$ cat src/fps_pkg.sv
// Constants and types of the flyback protection sequencer
// How it works
// RULE1 - At start-up, wait for protect low level
// RULE2 - Charge soft-start, then begin switching
// RULE3 - Any protection stops switching; restart or latch
// RULE4 - Restart: drop to lockout, recharge, resume
// RULE5 - Latched: power-down at once, clamp enabled
// RULE6 - Lockout outside start-up stops and latches
// RULE7 - Four overvoltage cycles latch; drop clears count
// RULE8 - Protect high or low four strokes latches
// RULE9 - On-period capped at 80 percent
// RULE10 - Eight max-duty strokes trigger restart
// RULE11 - Overload timer runs above 400 mV level
// RULE12 - Overload beyond 60 ms latches off
// RULE13 - High-power mode fixed 65 kHz
// RULE14 - Peak mode raises frequency and current
// RULE15 - Medium mode 27.5 kHz, reduced current
// RULE16 - Low mode lower frequency, 25 percent current
// RULE17 - Current reaching control level ends pulse
// RULE18 - Blanking hides early current comparisons
// RULE19 - Jitter spreads switching frequency
// RULE20 - Only power-down reset clears latch; power-down also clears counters
// RULE21 - Mode chosen per cycle with hysteresis
package fps_pkg;
  localparam int unsigned CLK_HZ = 40000000;
  localparam int unsigned LVL_W = 8;
  localparam logic [LVL_W-1:0] LVL_OVERLOAD = 8'h66;
  localparam logic [LVL_W-1:0] LVL_PEAK_UP = 8'hC0;
  localparam logic [LVL_W-1:0] LVL_PEAK_DN = 8'hB0;
  localparam logic [LVL_W-1:0] LVL_MED_UP = 8'h50;
  localparam logic [LVL_W-1:0] LVL_MED_DN = 8'h48;
  localparam logic [LVL_W-1:0] LVL_LOW_UP = 8'h30;
  localparam logic [LVL_W-1:0] LVL_LOW_DN = 8'h28;
  localparam logic [LVL_W-1:0] LVL_PEAK_FLOOR = 8'hC0;
  localparam logic [LVL_W-1:0] LVL_LOW_FIXED = 8'h40;
  localparam int unsigned PER_W = 12;
  localparam int unsigned HIGH_HZ = 65000;
  localparam int unsigned PEAK_HZ = 100000;
  localparam int unsigned MED_HZ = 27500;
  localparam int unsigned LOW_HZ = 15000;
  localparam logic [PER_W-1:0] PER_HIGH = PER_W'(CLK_HZ / HIGH_HZ);
  localparam logic [PER_W-1:0] PER_PEAK = PER_W'(CLK_HZ / PEAK_HZ);
  localparam logic [PER_W-1:0] PER_MED = PER_W'(CLK_HZ / MED_HZ);
  localparam logic [PER_W-1:0] PER_LOW = PER_W'(CLK_HZ / LOW_HZ);
  localparam int unsigned DUTY_MAX_PCT = 80;
  localparam int unsigned BLANK_NS = 300;
  localparam logic [PER_W-1:0] BLANK_CYC = PER_W'((BLANK_NS * 40 + 999) / 1000);
  localparam int unsigned OVP_COUNT = 4;
  localparam int unsigned PROT_COUNT = 4;
  localparam int unsigned DUTY_COUNT = 8;
  localparam int unsigned OVL_MS = 60;
  localparam int unsigned OVL_CYC = (CLK_HZ / 1000) * OVL_MS;
  localparam int unsigned OVL_W = 22;
  localparam int unsigned SOFT_CYC = 64;
  localparam logic [3:0] JIT_SEED = 4'h9;
  typedef enum logic [1:0] {FPS_PEAK, FPS_HIGH, FPS_MED, FPS_LOW} fps_mode_t;
  typedef enum logic [2:0] {FPS_OFF, FPS_WAIT_PROT, FPS_SOFT, FPS_RUN, FPS_RESTART,
    FPS_LATCHED} fps_state_t;
endpackage : fps_pkg

$ cat src/fps_stroke.sv
// Switching-period and gate pulse generator with blanking and duty cap
module fps_stroke
  import fps_pkg::*;
(
  // Clock and reset
  input wire logic clk,
  input wire logic rst_b,
  // Control
  input wire logic enable,
  input wire logic [PER_W-1:0] period,
  input wire logic cs_trip,
  // Status
  output logic gate,
  output logic stroke_end,
  output logic duty_limited
);
  logic [PER_W-1:0] cnt_reg, cnt_next;
  logic gate_reg, gate_next;
  logic end_reg, end_next;
  logic lim_reg, lim_next;
  logic [PER_W-1:0] on_max;

  always_comb begin
    on_max = PER_W'((32'(period) * DUTY_MAX_PCT) / 100);
    cnt_next = cnt_reg;
    gate_next = gate_reg;
    end_next = 1'b0;
    lim_next = lim_reg;
    if (!enable) begin
      cnt_next = '0;
      gate_next = 1'b0;
      lim_next = 1'b0;
    end else if (cnt_reg >= period - 12'h001) begin
      cnt_next = '0;
      gate_next = 1'b1;
      end_next = 1'b1;
    end else begin
      cnt_next = cnt_reg + 12'h001;
      // The flag of the ended stroke must stand while stroke_end is high
      if (end_reg) lim_next = 1'b0;
      if (gate_reg && cnt_reg + 12'h001 >= on_max) begin // RULE9
        gate_next = 1'b0;
        lim_next = 1'b1;
      end else if (gate_reg && cs_trip && cnt_reg >= BLANK_CYC) begin // RULE17 RULE18
        gate_next = 1'b0;
      end
    end
  end

  always_ff @(posedge clk) begin
    if (!rst_b) begin
      cnt_reg <= '0;
      gate_reg <= 1'b0;
      end_reg <= 1'b0;
      lim_reg <= 1'b0;
    end else begin
      cnt_reg <= cnt_next;
      gate_reg <= gate_next;
      end_reg <= end_next;
      lim_reg <= lim_next;
    end
  end

  assign gate = gate_reg;
  assign stroke_end = end_reg;
  assign duty_limited = lim_reg;

  a_duty_cap: assert property (@(posedge clk) disable iff (!rst_b) // RULE9
    gate_reg |-> cnt_reg < on_max) else $error("duty cap exceeded");
  a_blank_hold: assert property (@(posedge clk) disable iff (!rst_b) // RULE18
    (enable && gate_reg && cnt_reg < BLANK_CYC && cnt_reg + 12'h001 < on_max
    && cnt_reg < period - 12'h001) |=> gate_reg) else $error("gate ended in blanking");
endmodule : fps_stroke

$ cat src/fps_sequencer.sv
// Flyback start-up, protection and power-mode sequencer
module fps_sequencer
  import fps_pkg::*;
(
  // Clock and reset
  input wire logic clk,
  input wire logic rst_b,
  // Comparator inputs
  input wire logic supply_startup,
  input wire logic supply_low_lockout,
  input wire logic supply_over_threshold,
  input wire logic protect_low,
  input wire logic protect_high,
  input wire logic primary_current_input,
  input wire logic [LVL_W-1:0] peak_current_control_level,
  input wire logic soft_start_done,
  // Outputs
  output logic gate_drive,
  output logic driver_enable,
  output logic soft_start_charge,
  output logic supply_clamp,
  output logic overload_trip,
  output logic latched_off,
  output logic [1:0] power_mode,
  output logic [LVL_W-1:0] peak_limit
);
  // Comparators are asynchronous to clk, so two stages first
  logic [5:0] s1_reg, s2_reg;
  logic [LVL_W-1:0] lv1_reg, lva_reg, lvb_reg, lv2_reg;
  logic st_s, uv_s, ov_s, pl_s, ph_s, cs_s, ss_s;
  assign {st_s, uv_s, ov_s, pl_s, ph_s, ss_s} = s2_reg;
  logic cs1_reg, cs2_reg;
  assign cs_s = cs2_reg;

  always_ff @(posedge clk) begin
    if (!rst_b) begin
      s1_reg <= '0;
      s2_reg <= '0;
      lv1_reg <= '0;
      lva_reg <= '0;
      lvb_reg <= '0;
      lv2_reg <= '0;
      cs1_reg <= 1'b0;
      cs2_reg <= 1'b0;
    end else begin
      s1_reg <= {supply_startup, supply_low_lockout, supply_over_threshold, protect_low,
        protect_high, soft_start_done};
      s2_reg <= s1_reg;
      lv1_reg <= peak_current_control_level;
      lva_reg <= lv1_reg;
      lvb_reg <= lva_reg;
      // A word may be caught mid-change, so it is taken once two samples agree
      if (lva_reg == lvb_reg) lv2_reg <= lva_reg;
      cs1_reg <= primary_current_input;
      cs2_reg <= cs1_reg;
    end
  end

  fps_state_t st_reg, st_next;
  fps_mode_t mode_reg, mode_next;
  logic [2:0] ovp_reg, ovp_next;
  logic [2:0] prot_reg, prot_next;
  logic [3:0] duty_reg, duty_next;
  logic [OVL_W-1:0] ovl_reg, ovl_next;
  logic [6:0] soft_reg, soft_next;
  logic [3:0] jit_reg, jit_next;
  logic trip_reg, trip_next;
  logic gate_reg, drv_reg, chg_reg, clamp_reg, latch_reg;
  logic [LVL_W-1:0] lim_reg, lim_next;
  logic [PER_W-1:0] period;
  logic stroke_gate, stroke_end, duty_lim, running;
  logic latch_ev, restart_ev;

  assign running = (st_reg == FPS_RUN);

  fps_stroke u_stroke (
    .clk(clk),
    .rst_b(rst_b),
    .enable(running),
    .period(period),
    .cs_trip(cs_s),
    .gate(stroke_gate),
    .stroke_end(stroke_end),
    .duty_limited(duty_lim)
  );

  always_comb begin
    unique case (mode_reg)
      FPS_PEAK: period = PER_PEAK; // RULE14
      FPS_HIGH: period = PER_HIGH; // RULE13
      FPS_MED: period = PER_MED; // RULE15
      FPS_LOW: period = PER_LOW; // RULE16
    endcase
    period = period + PER_W'(jit_reg); // RULE19
  end

  // Fault counters and mode selection, updated once per stroke; overload timer updated every clock
  always_comb begin
    ovp_next = ovp_reg;
    prot_next = prot_reg;
    duty_next = duty_reg;
    ovl_next = ovl_reg;
    mode_next = mode_reg;
    jit_next = jit_reg;
    lim_next = lim_reg;
    trip_next = trip_reg;
    if (running && stroke_end) begin
      ovp_next = ov_s ? ovp_reg + 3'h1 : 3'h0; // RULE7
      prot_next = (pl_s || ph_s) ? prot_reg + 3'h1 : 3'h0; // RULE8
      duty_next = duty_lim ? duty_reg + 4'h1 : 4'h0; // RULE10
      jit_next = {jit_reg[2:0], jit_reg[3] ^ jit_reg[2]};
      unique case (mode_reg) // RULE21
        FPS_PEAK: mode_next = (lv2_reg < LVL_PEAK_DN) ? FPS_HIGH : FPS_PEAK;
        FPS_HIGH: mode_next = (lv2_reg > LVL_PEAK_UP) ? FPS_PEAK :
          (lv2_reg < LVL_MED_DN) ? FPS_MED : FPS_HIGH;
        FPS_MED: mode_next = (lv2_reg > LVL_MED_UP) ? FPS_HIGH :
          (lv2_reg < LVL_LOW_DN) ? FPS_LOW : FPS_MED;
        FPS_LOW: mode_next = (lv2_reg > LVL_LOW_UP) ? FPS_MED : FPS_LOW;
      endcase
      unique case (mode_next)
        FPS_PEAK: lim_next = (lv2_reg > LVL_PEAK_FLOOR) ? lv2_reg : LVL_PEAK_FLOOR; // RULE14
        FPS_LOW: lim_next = LVL_LOW_FIXED; // RULE16
        default: lim_next = lv2_reg; // RULE15 RULE17
      endcase
    end
    if (running && lv2_reg > LVL_OVERLOAD) begin // RULE11
      if (ovl_reg < OVL_W'(OVL_CYC)) ovl_next = ovl_reg + 22'h000001;
    end else begin
      ovl_next = '0;
    end
    if (running && ovl_reg >= OVL_W'(OVL_CYC)) trip_next = 1'b1; // RULE12
    if (st_reg == FPS_OFF) begin // RULE20
      ovp_next = '0;
      prot_next = '0;
      duty_next = '0;
      ovl_next = '0;
      trip_next = 1'b0;
    end
  end

  assign latch_ev = (ovp_reg >= 3'(OVP_COUNT)) || (prot_reg >= 3'(PROT_COUNT)) || trip_reg
    || uv_s; // RULE7 RULE8 RULE12 RULE6
  assign restart_ev = (duty_reg >= 4'(DUTY_COUNT)); // RULE10

  // Sequencer; reset of the latch needs a full supply collapse on rst_b
  always_comb begin
    st_next = st_reg;
    soft_next = soft_reg;
    unique case (st_reg)
      FPS_OFF: if (st_s) st_next = FPS_WAIT_PROT; // RULE4
      FPS_WAIT_PROT: begin
        if (pl_s) st_next = FPS_SOFT; // RULE1
        soft_next = '0;
      end
      FPS_SOFT: begin
        soft_next = soft_reg + 7'h01;
        if (ss_s || soft_reg >= 7'(SOFT_CYC)) st_next = FPS_RUN; // RULE2
      end
      FPS_RUN: begin
        if (latch_ev) st_next = FPS_LATCHED; // RULE3 RULE5 RULE6
        else if (restart_ev) st_next = FPS_RESTART; // RULE3 RULE4
      end
      FPS_RESTART: if (uv_s) st_next = FPS_OFF; // RULE4
      FPS_LATCHED: st_next = FPS_LATCHED; // RULE20
      default: st_next = FPS_LATCHED;
    endcase
  end

  always_ff @(posedge clk) begin
    if (!rst_b) begin
      st_reg <= FPS_OFF;
      mode_reg <= FPS_HIGH;
      ovp_reg <= '0;
      prot_reg <= '0;
      duty_reg <= '0;
      ovl_reg <= '0;
      soft_reg <= '0;
      jit_reg <= JIT_SEED;
      lim_reg <= '0;
      trip_reg <= 1'b0;
      gate_reg <= 1'b0;
      drv_reg <= 1'b0;
      chg_reg <= 1'b0;
      clamp_reg <= 1'b0;
      latch_reg <= 1'b0;
    end else begin
      st_reg <= st_next;
      mode_reg <= mode_next;
      ovp_reg <= ovp_next;
      prot_reg <= prot_next;
      duty_reg <= duty_next;
      ovl_reg <= ovl_next;
      soft_reg <= soft_next;
      jit_reg <= jit_next;
      lim_reg <= lim_next;
      trip_reg <= trip_next;
      gate_reg <= stroke_gate && running && !latch_ev && !restart_ev; // RULE3
      drv_reg <= (st_next == FPS_RUN);
      chg_reg <= (st_next == FPS_SOFT); // RULE2
      clamp_reg <= (st_next == FPS_LATCHED); // RULE5
      latch_reg <= (st_next == FPS_LATCHED);
    end
  end

  assign gate_drive = gate_reg;
  assign driver_enable = drv_reg;
  assign soft_start_charge = chg_reg;
  assign supply_clamp = clamp_reg;
  assign overload_trip = trip_reg;
  assign latched_off = latch_reg;
  assign power_mode = mode_reg;
  assign peak_limit = lim_reg;

  a_wait_protect: assert property (@(posedge clk) disable iff (!rst_b) // RULE1
    (st_reg == FPS_WAIT_PROT && !pl_s) |=> st_reg != FPS_SOFT) else $error("left wait early");
  a_soft_first: assert property (@(posedge clk) disable iff (!rst_b) // RULE2
    $rose(driver_enable) |-> $past(soft_start_charge)) else $error("no soft start");
  a_gate_run: assert property (@(posedge clk) disable iff (!rst_b) // RULE3
    gate_drive |-> $past(running)) else $error("gate outside run");
  a_latch_stops: assert property (@(posedge clk) disable iff (!rst_b) // RULE5
    (running && latch_ev) |=> ##1 (latched_off && supply_clamp && !gate_drive))
    else $error("latch not entered");
  a_lockout_latch: assert property (@(posedge clk) disable iff (!rst_b) // RULE6
    (running && uv_s) |=> (latched_off && !driver_enable)) else $error("lockout no latch");
  a_ovp_count: assert property (@(posedge clk) disable iff (!rst_b) // RULE7
    (running && stroke_end && !ov_s) |=> ovp_reg == 3'h0) else $error("ovp not cleared");
  a_ovp_latch: assert property (@(posedge clk) disable iff (!rst_b) // RULE7
    (running && ovp_reg == 3'h4) |=> st_reg == FPS_LATCHED) else $error("overvoltage no latch");
  a_prot_latch: assert property (@(posedge clk) disable iff (!rst_b) // RULE8
    (running && prot_reg == 3'h4) |=> st_reg == FPS_LATCHED) else $error("protect no latch");
  a_duty_restart: assert property (@(posedge clk) disable iff (!rst_b) // RULE10
    (running && !latch_ev && duty_reg == 4'h8) |=> st_reg == FPS_RESTART)
    else $error("no restart");
  a_restart_off: assert property (@(posedge clk) disable iff (!rst_b) // RULE4
    (st_reg == FPS_RESTART && uv_s) |=> st_reg == FPS_OFF) else $error("restart stuck");
  a_timer_reset: assert property (@(posedge clk) disable iff (!rst_b) // RULE11
    (running && lv2_reg <= LVL_OVERLOAD) |=> ovl_reg == '0) else $error("timer not cleared");
  a_timer_count: assert property (@(posedge clk) disable iff (!rst_b) // RULE11
    (running && lv2_reg > LVL_OVERLOAD && ovl_reg < OVL_W'(OVL_CYC))
    |=> ovl_reg == $past(ovl_reg) + 22'h000001) else $error("timer not counting");
  a_timer_trip: assert property (@(posedge clk) disable iff (!rst_b) // RULE12
    (running && ovl_reg >= OVL_W'(OVL_CYC)) |=> overload_trip) else $error("no overload trip");
  a_latch_hold: assert property (@(posedge clk) disable iff (!rst_b) // RULE20
    latched_off |=> latched_off) else $error("latch released");
  a_counters_clear: assert property (@(posedge clk) disable iff (!rst_b) // RULE20
    (st_reg == FPS_OFF) |=> (ovp_reg == 3'h0 && prot_reg == 3'h0 && duty_reg == 4'h0
    && ovl_reg == '0 && !overload_trip)) else $error("counters not cleared");
  a_low_limit: assert property (@(posedge clk) disable iff (!rst_b) // RULE16
    (mode_reg == FPS_LOW && st_reg == FPS_RUN && $past(running && stroke_end))
    |-> peak_limit == LVL_LOW_FIXED) else $error("low mode limit");
  a_peak_floor: assert property (@(posedge clk) disable iff (!rst_b) // RULE14
    (mode_reg == FPS_PEAK && st_reg == FPS_RUN && $past(running && stroke_end))
    |-> peak_limit >= LVL_PEAK_FLOOR) else $error("peak mode limit");
  a_restart_gate: assert property (@(posedge clk) disable iff (!rst_b) // RULE4
    (st_reg == FPS_RESTART) |-> ##1 !gate_drive) else $error("switching in restart");
  c_start: cover property (@(posedge clk) disable iff (!rst_b) $rose(driver_enable));
  c_latch: cover property (@(posedge clk) disable iff (!rst_b) $rose(latched_off));
  c_restart: cover property (@(posedge clk) disable iff (!rst_b) st_reg == FPS_RESTART);
  c_low: cover property (@(posedge clk) disable iff (!rst_b) mode_reg == FPS_LOW);
  c_peak: cover property (@(posedge clk) disable iff (!rst_b) mode_reg == FPS_PEAK);
endmodule : fps_sequencer

$ cat config.mk
export PLATFORM = sky130hd
export DESIGN_NAME = fps_sequencer
export DESIGN_NICKNAME = d
export VERILOG_FILES = /design/src/fps_pkg.sv /design/src/fps_stroke.sv /design/src/fps_sequencer.sv
export SDC_FILE = /design/constraint.sdc
export NUM_CORES = 1
export LEC_CHECK = 0
export CAP_MARGIN = 20
export CORE_ASPECT_RATIO = 0.7
export CORE_MARGIN = 2
export CORE_UTILIZATION = 25
export DETAILED_ROUTE_END_ITERATION = 10
export DONT_BUFFER_PORTS = 1
export SYNTH_ARGS = -nofsm -noshare
export SYNTH_HDL_FRONTEND = slang
export SYNTH_HIERARCHICAL = 1
export SYNTH_SLANG_ARGS = --single-unit
$ cat constraint.sdc
create_clock -name clk -period 18.2 [get_ports clk]
set_input_delay 1.82 -clock clk [delete_from_list [all_inputs] [get_ports clk]]
set_output_delay 1.82 -clock clk [all_outputs]
set_load 0.01 [all_outputs]
# Word level (Yosys, flattened, before mapping)
# Cells that the tools add are included.
[classes] n_lt_le_gt_ge=16 n_eq_ne=12 n_mul=1 mux=28 div_mod_pow=1 reduce_logical=27 addsub=8 n_bitwise=5
[ops] cell="$pmux 12 s4" count=1
[ops] cell="$div 19x7->32 const B" count=1
[ops] cell="$ge 12x12->1" count=2
[ops] cell="$mux 3" count=8
[ops] cell="$add 22x1->22 const B" count=1
[ops] cell="$ge 22x22->1 const B" count=1
[ops] cell="$lt 22x22->1 const B" count=1
[ops] cell="$gt 8x7->1 const B" count=2
[ops] cell="$pmux 8 s2" count=1
[ops] cell="$mul 12x3->15 const B" count=1
[ops] cell="$pmux 3 s5" count=1
[ops] cell="$pmux 7 s2" count=1
[ops] cell="$add 12x1->12 const B" count=1
[ops] cell="$add 12x4->12" count=1
[ops] cell="$eq 3x2->1 const B" count=4
[ops] cell="$ge 12x4->1 const B" count=1
[ops] cell="$sub 12x1->12 const B" count=1
[ops] cell="$logic_and 1x1->1" count=9
[ops] cell="$mux 1" count=9
[ops] cell="$eq 8x8->1" count=1
[ops] cell="$gt 8x6->1 const B" count=1
[ops] cell="$gt 8x8->1 const B" count=1
[ops] cell="$lt 8x6->1 const B" count=1
[ops] cell="$lt 8x7->1 const B" count=1
[ops] cell="26 further kinds" count=46
[word_totals] out_inout_bits=16 regBits=122 input_bits=17 wordCells=124

# Logic depth before layout (Yosys ltp)
# Gate-level depths: netlist of the first run.
[logic_depth] ltp_word=9 mapped_depth=64 ltp_nobuf=60

# Hierarchy
# Netlist of the first run, hierarchy kept.
[by_module_without_submodules] mod="fps_sequencer" n_inst=1 area_each_um2=4739.5 cells_each=530
[by_module_without_submodules] mod="fps_stroke" n_inst=1 area_each_um2=4633.2 cells_each=619

# Worst setup path before layout of the first run
# No wires, ideal clock.
[synth_timing] path_kind="flip-flop to flip-flop" startpoint="register mode_reg[0], in the netlist power_mode[0]" endpoint="register u_stroke.gate_reg, in the netlist u_stroke/gate" setup_time_ns=0.070 required_ns=18.130 path_slack_ns=5.677 synth_period_minus_slack_ns=12.523 arrival_ns=12.453 path_stages_with_launch=60 cell_sequence="dfxtp_1 > inv_1 > ha_1 > inv_1 > ha_1 > a21oi_1 > o21ai_0 > xor2_1 > ha_1 > ha_1 > fa_1 > a211oi_4 > o2111ai_2 > and2_1 > buf_2 > a32oi_2 > o2111a_1 > o211a_1 > [24 not listed] > ha_1 > nand2b_1 > a21o_1 > a21oi_1 > nor2b_1 > o21ai_0 > nand2b_1 > a21oi_1 > nor2b_1 > o21ai_0 > nand2b_1 > a21oi_1 > nor2b_1 > o21ai_0 > nand2b_1 > a21o_1 > a211o_1 > a21oi_1"
[synth_between] elab_chain_len=9 word_cells_on_any_way=15 cone_classes="2 x add/sub; 1 x mul; 1 x div; 2 x order compare; 3 x eq/ne; 3 x mux; 3 x reduce/logical"
[synth_rtl] element="start, declared" line="fps_sequencer.sv:60" source="fps_mode_t mode_reg, mode_next;"
[synth_rtl] element="start signal, assigned" line="fps_sequencer.sv:188" source="mode_reg <= mode_next;"
[synth_rtl] element="$eq 2x2->1 (tied with other cells)" line="fps_sequencer.sv:88" source="unique case (mode_reg)"
[synth_rtl] element="$pmux 12 s4 *" line="fps_sequencer.sv:88"
[synth_rtl] element="$add 12x4->12 *" line="fps_sequencer.sv:94" source="period = period + PER_W'(jit_reg);"
[synth_rtl] element="via period[3]" line="fps_sequencer.sv:70" source="logic [PER_W-1:0] period;"
[synth_rtl] element="$mul 12x3->15" line="fps_stroke.sv:24" source="on_max = PER_W'((32'(period) * DUTY_MAX_PCT) / 100);"
[synth_rtl] element="$div 19x7->32" line="fps_stroke.sv:24"
[synth_rtl] element="$ge 12x12->1" line="fps_stroke.sv:41" source="if (gate_reg && cnt_reg + 12'h001 >= on_max) begin"
[synth_rtl] element="$logic_and 1x1->1" line="fps_stroke.sv:41"
[synth_rtl] element="$mux 1" line="fps_stroke.sv:41"
[synth_rtl] element="$mux 1" line="fps_stroke.sv:33" source="end else if (cnt_reg >= period - 12'h001) begin"
[synth_rtl] element="end signal, assigned" line="fps_stroke.sv:58" source="gate_reg <= gate_next;"
[synth_rtl] element="end, declared" line="fps_stroke.sv:18" source="logic gate_reg, gate_next;"
# Mark *: on every way through the listed nets, which the timed path passes. The rest lies on a longest branch.
# A chain may end at the register's enable or synchronous reset.

# Worst setup path in the final report of the first run
# Same ends and word-level chain as after synthesis.

==> results.txt, run 1 <==
setup violators final - 0
RSZ-0062 raised after global routing - no
Remaining DRCs - 0
Switching Share - 23.5%
DR pass1 iterations - 5
Primary FF master, synth - dfxtp_1
Seq/Total Area, Yosys - 26.1%
Num CTS Buffers - 17
post-layout util - 28.1%
total wire length - 22200 um
Lkg Pwr - 0.00391 uW
area grow syn2layout - 10.9%
fin nets - 1212
H-tree depth - 4
Reg power frac - 44.2%
Yosys reg bits - 122
initial antenna violation count - 0
max cap viols - 0
DIE AREA - 0.0391 mm2
worst skew pair latency - 0.41 ns
Max stage delay cell, worst path - xnor2_1
Critical Path AT - 14.83 ns
clk sink count - 122
initial core utilization - 25.3%
Die Span Y - 166 um
Max Slew Vio Count - 0
routability cong. - 0.896
worst slew pin tran - 0.898 ns
Post-Place Worst Slack - 3.93 ns
critical path launch point type - flop
PostCTS Resize Cnt - 0
placed cells - 1593
vias in the first global route - 7432
Final Cycle Share - 79.6%
vias post-DR - 8265
Clock Pin Slew Worst Setup and Hold Paths - 0.06 ns
Sw Pwr - 146 uW
CP Class - flop to flop
Wirelength per Cell - 13.7 um
pwr dens - 59.8 mW/mm2
design area - 0.0104 mm2
# port buffers - 0
maximum clock frequency - 69.1 MHz
Ys Warns - 6
Setup TNS - 0 ns
FFs w/ async S/R, synth - 0%
DP HPWL - 16600 um
share of layout cells above drive strength 1 - 7.56%
synth unique cells - 104
Combinational Power Share - 2.1%
critical path peak fanout - 14
post-route ant nets - 0
CP max stage delay - 0.74 ns
DIE WIDTH - 235 um
GR Util All Layers - 11.2%
Max-slew headroom - 39.7%
Hold Crit Class - flop to flop
global-route wire length before repair - 37200 um
Period minus WS final - 14.48 ns
cts hold-fix bufs - 0
CTS max path bufs - 2
Req. time, crit path - 18.55 ns
clock root buffer - clkbuf_16
peak supply drop - 0.0884 mV
Post-DP Area - 0.00981 mm2
n_diodes - 0
CP dominant cell by count - ha_1
Synth Instances - 1149
Critical Path Sink Type - flop
CTS tree - built
mapped cell area - 0.00937 mm2
EDFF count, synth - 0
Avg Synthesized Cell Area - 8.16 um2
Largest register FFs - 22
Top Ports - 33
clock share of power - 53.7%
Overflow after GRT - 0
P_int - 476 uW
Vias/cell - 5.09
status - finished clean
Worst Clk Skew - 0.00886 ns
DR iter-0 viols - 814
fillcell total - 3940
final cell count without fillers - 1625
setup ws final - 3.72 ns
postcts setup bufs - 0
row cnt - 59
largest net degree at the start of global routing - 76
core area - 0.0371 mm2
final hold violation count - 0
Mapped Nets - 1237
==> power by group through the flow <==
stage	Clock, uW	Sequential [uW]	Combinational (uW)
floorplan	0	279	13.4
detailed placement	0	281	13.0
global route	357	275	14.5
CTS	342	275	13.1
finish	334	275	13.1
global placement	0	281	12.7
==> final cells by class <==
class / count / area, um2 / share of cell area [%]
timing repair buffer: 2 / 15.0 / 0.144
sequential: 122 / 2440 / 23.5
clock inverter: 14 / 149 / 1.43
tap: 488 / 611 / 5.87
multi-input combinational: 936 / 6570 / 63.2
clock buffer: 18 / 439 / 4.22
inverter: 45 / 171 / 1.65
==> placed cells by master, fill, tap and decap left out, types with 11 or more instances in the layout <==
| cell | Yosys | routed |
|---|---|---|
| mux2i_1 | 18 | 18 |
| nand2_1 | 96 | 96 |
| o211ai_1 | 19 | 19 |
| nor2b_1 | 32 | 32 |
| and3_1 | 14 | 14 |
| and2_1 | 59 | 59 |
| o21ai_0 | 45 | 45 |
| nand3_1 | 34 | 34 |
| nand4_1 | 15 | 15 |
| xor2_1 | 36 | 36 |
| a21oi_1 | 65 | 65 |
| inv_1 | 41 | 41 |
| clkbuf_16 | 0 | 17 |
| nand2b_1 | 12 | 12 |
| nor4_1 | 12 | 12 |
| xnor2_1 | 43 | 43 |
| nor3_1 | 30 | 30 |
| dfxtp_1 | 122 | 122 |
| a21boi_0 | 11 | 11 |
| o31ai_1 | 15 | 15 |
| o2111ai_1 | 14 | 14 |
| ha_1 | 69 | 69 |
| a21o_1 | 12 | 12 |
| nor2_1 | 86 | 86 |
| a31oi_1 | 11 | 11 |
==> per-layer routing <==
metal	wire, um	GRT usage [%]	up-vias
li1	-	-	4193
met1	12200	17.5	3872
met2	8950	15.6	185
met3	891	1.96	15
met4	150	2.30	0
met5	0	0	-
==> stage by stage <==
stage	total power [uW]	hold WS (ns)
CTS	630	0.433
finish	622	0.432
floorplan	292	0.412
global placement	293	0.415
global route	646	0.443
detailed placement	294	0.418
==> critical path: cells and delay by family (launching register included) <==
kind	cells	cell delay, ns
adders and majority gates	7	2.13
AOI/OAI and AO/OA	28	6.25
buffers and inverters	3	0.44
xor gates and xnor gates	4	1.91
and+or+nand+nor	15	3.19
DFF	1	0.49
==> kinds of logic (layout without fill, tap and decap cells) <==
logic type | Yosys count | count (layout) | share of synthesized area [%]
DFF | 122 | 122 | 26.1
adders and majority gates | 71 | 71 | 9.64
and+or+nand+nor | 435 | 435 | 24.1
AOI/OAI and AO/OA | 324 | 324 | 25.7
muxes | 22 | 22 | 2.44
xor gates and xnor gates | 84 | 84 | 8.25
buffers and inverters | 91 | 79 | 3.87
==> cell usage after synthesis, drive strengths merged, types with 6 or more instances <==
master,n,area share (%)
a31oi,12,0.96
a21boi,13,1.1
and2,59,3.9
xor2,37,3.5
o211ai,24,2.4
ha,69,9.2
inv,45,1.8
nand2,97,3.9
or4,7,0.64
o21ai,60,3.6
nor2b,32,2.1
a311oi,8,0.75
a21o,12,0.96
o21a,7,0.56
mux2i,18,1.9
nand2b,12,0.80
a21oi,65,3.5
dfxtp,122,26
and3,15,1.0
o211a,6,0.64
nand4,15,1.0
a22oi,6,0.48
o2111ai,15,1.5
a211oi,12,1.3
nand3,34,1.8
nor3,30,1.6
clkbuf,38,1.5
or3,8,0.59
o31ai,15,1.2
nor2,87,3.5
nor4,12,0.80
xnor2,47,4.7
buf,8,0.52
or2,9,0.63
==> worst paths after layout <==
path | end | depth (start not counted) | from | slack [ns]
hold / removal | lva_reg[4] | 1 | lv1_reg[4] | 0.43
setup / recovery | u_stroke/gate | 57 | power_mode[0] | 3.72
setup reg to reg | u_stroke/gate | 57 | power_mode[0] | 3.72
hold reg to reg | lva_reg[4] | 1 | lv1_reg[4] | 0.43
(Power assumes the default switching activity.)
==> inputs of run 2 (changes only) <==
--- a/config.mk
+++ b/config.mk
@@ -5,6 +5,7 @@
 export SDC_FILE = /design/constraint.sdc
 export NUM_CORES = 1
 export LEC_CHECK = 0
+export ABC_AREA = 1
 export CAP_MARGIN = 20
 export CORE_ASPECT_RATIO = 0.7
 export CORE_MARGIN = 2
==> constraint.sdc (replaced) <==
create_clock -name clk -period 12.9 [get_ports clk]
set_input_delay 1.29 -clock clk [delete_from_list [all_inputs] [get_ports clk]]
set_output_delay 1.29 -clock clk [all_outputs]
set_load 0.01 [all_outputs]
==> run 2 against run 1 <==
Via count up 1.6%; worst setup slack worse by 1.6 ns; first-iteration DRC count down 37%; critical path depth up 23; design area unchanged; routed wire length down 5.6%; combinational power up 80%; synthesized area down 0.77%; non-clock buffer count down 2; largest power group unchanged.
==> results.txt, run 2 <==
maximum clock frequency - 92.5 MHz
DR iter-0 viols - 510
Lkg Pwr - 0.00495 uW
Synth area leaders - dfxtp_1 (26%), nand2_1 (18%), ha_1 (9.3%)
Max-slew headroom - 48.8%
GR Util All Layers - 11.2%
global-route wire length before repair - 36000 um
Vias/cell - 4.36
Synth Instances - 1425
Worst path depth - 80
RSZ-0062 raised after global routing - no
worst skew pair latency - 0.41 ns
n_diodes - 0
peak supply drop - 0.0851 mV
Worst Hold Depth - 2
largest net degree at the start of global routing - 54
clk sink count - 122
Mapped Nets - 1513
EDFF count, synth - 0
synth unique cells - 57
Switching Share - 23.0%
Num CTS Buffers - 17
Setup TNS - 0 ns
Top Ports - 33
CP top delay family - simple AND/OR/NAND/NOR gates
Clock Pin Slew Worst Setup and Hold Paths - 0.06 ns
row cnt - 59
initial core utilization - 25.2%
Avg Synthesized Cell Area - 6.53 um2
Wirelength per Cell - 10.9 um
vias post-DR - 8395
status - finished clean
clock root buffer - clkbuf_16
CP max stage delay - 0.53 ns
R2R cell count - 80
Sw Pwr - 203 uW
CTS tree - built
initial antenna violation count - 0
core area - 0.0369 mm2
Crit path buffers/inverters - 4
H-tree depth - 4
# port buffers - 0
worst slew pin tran - 0.766 ns
share of layout cells above drive strength 1 - 11.5%
PostCTS Resize Cnt - 0
post-route ant nets - 0
DP HPWL - 16300 um
DIE WIDTH - 235 um
Period minus WS final - 10.81 ns
Overflow after GRT - 0
DR pass1 iterations - 6
most frequent cells in the layout - nand2_1 (440), inv_1 (197), dfxtp_1 (122)
Max stage delay cell, worst path - dfxtp_1
fillcell total - 4022
Final Cycle Share - 83.8%
area grow syn2layout - 11.8%
Seq/Total Area, Yosys - 26.3%
largest area contributor in the netlist - dfxtp_1
Combinational Power Share - 2.7%
cts hold-fix bufs - 0
top cell type's share of synthesized area - 26.3%
most frequent cell after synthesis - nand2_1
Critical Path Sink Type - flop
hold endpoint - s2_reg[2]
DIE AREA - 0.0388 mm2
FFs w/ async S/R, synth - 0%
Largest register FFs - 22
Hold Crit Class - flop to flop
Post-synth top cells - nand2_1 (440), inv_1 (197), dfxtp_1 (122)
CP Class - flop to flop
mapped cell area - 0.00930 mm2
Max Slew Vio Count - 0
max cap viols - 0
reg-to-reg critical path endpoint - u_stroke/gate
fin nets - 1513
vias in the first global route - 7668
critical path peak fanout - 8
worst hold slack - 0.410 ns
Worst Clk Skew - 0.00997 ns
Req. time, crit path - 13.23 ns
Yosys reg bits - 122
critical path launch point type - flop
Ys Warns - 6
clock share of power - 53.4%
Worst Hold Launch - s1_reg[2]
Die Span Y - 165 um
final hold violation count - 0
total wire length - 20900 um
Reg power frac - 44.0%
P_int - 680 uW
postcts setup bufs - 0
Primary FF master, synth - dfxtp_1
setup violators final - 0
internal reg-to-reg setup slack - 2.09 ns
Remaining DRCs - 0
CTS max path bufs - 2
pwr dens - 84.9 mW/mm2
commonest non-fill, non-tap cell in the layout - nand2_1
CP dominant cell by count - nand2_1
routability cong. - 0.887
Critical Path AT - 11.14 ns
r2r startpoint - power_mode[0]
## run 2: how the worst max path moves through the flow
stage,endpoint,from,slack [ns]
after floorplan,u_stroke/gate,power_mode[0],3.66
after global placement,u_stroke/gate,power_mode[0],2.37
after detailed placement,u_stroke/gate,power_mode[0],2.15
after CTS,u_stroke/gate,power_mode[0],2.14
after global routing,u_stroke/duty_limited,power_mode[0],0.85
final,u_stroke/gate,power_mode[0],2.09
## run 2: cells by family (layout without fill, tap and decap cells)
logic type	after synthesis	count (layout)	synth area share, %
xor gates and xnor gates	50	50	4.79
DFF	122	122	26.3
AOI/OAI and AO/OA	147	147	9.43
and+or+nand+nor	789	789	39.4
adders and majority gates	71	71	9.71
buffers and inverters	245	258	10.3
muxes	1	1	0.108
## run 2: cell type report
cell class	count	area (um2)	share of cell area [%]
clock buffer	18	429	4.13
tap	488	611	5.87
sequential	122	2440	23.5
multi-input combinational	1058	5900	56.8
clock inverter	14	161	1.55
inverter	226	851	8.18
## run 2: stage by stage
stage	util, %	worst slack (ns)	cell area, um2	power [uW]	cells
finish	28.2	2.09	10400	883	1926
floorplan	-	3.66	9300	416	1425
global placement	26.6	2.37	9800	419	1894
global route	28.2	0.850	10400	920	1926
CTS	28.2	2.14	10400	898	1926
detailed placement	26.6	2.15	9800	420	1894
## run 2: routing by layer
metal | GRT usage [%] | vias to the layer above | part of all wire (%)
li1 | - | 4523 | -
met1 | 15.9 | 3723 | 53
met2 | 17.3 | 129 | 42
met3 | 1.97 | 20 | 3.4
met4 | 2.80 | 0 | 1.1
met5 | 0 | - | 0
## run 2: worst min-delay path: stages (launching register included)
cell and delay, ns:
dfxtp_1 0.30, nand2_1 0.04, inv_1 0.04
## run 2: power groups by stage
stage / Clock [uW] / Sequential (uW) / Combinational (uW)
after floorplan: 0 / 395 / 21.3
after global placement: 0 / 396 / 23.2
after detailed placement: 0 / 396 / 23.6
after CTS: 487 / 388 / 23.8
after global routing: 503 / 389 / 27.6
final: 471 / 388 / 23.6
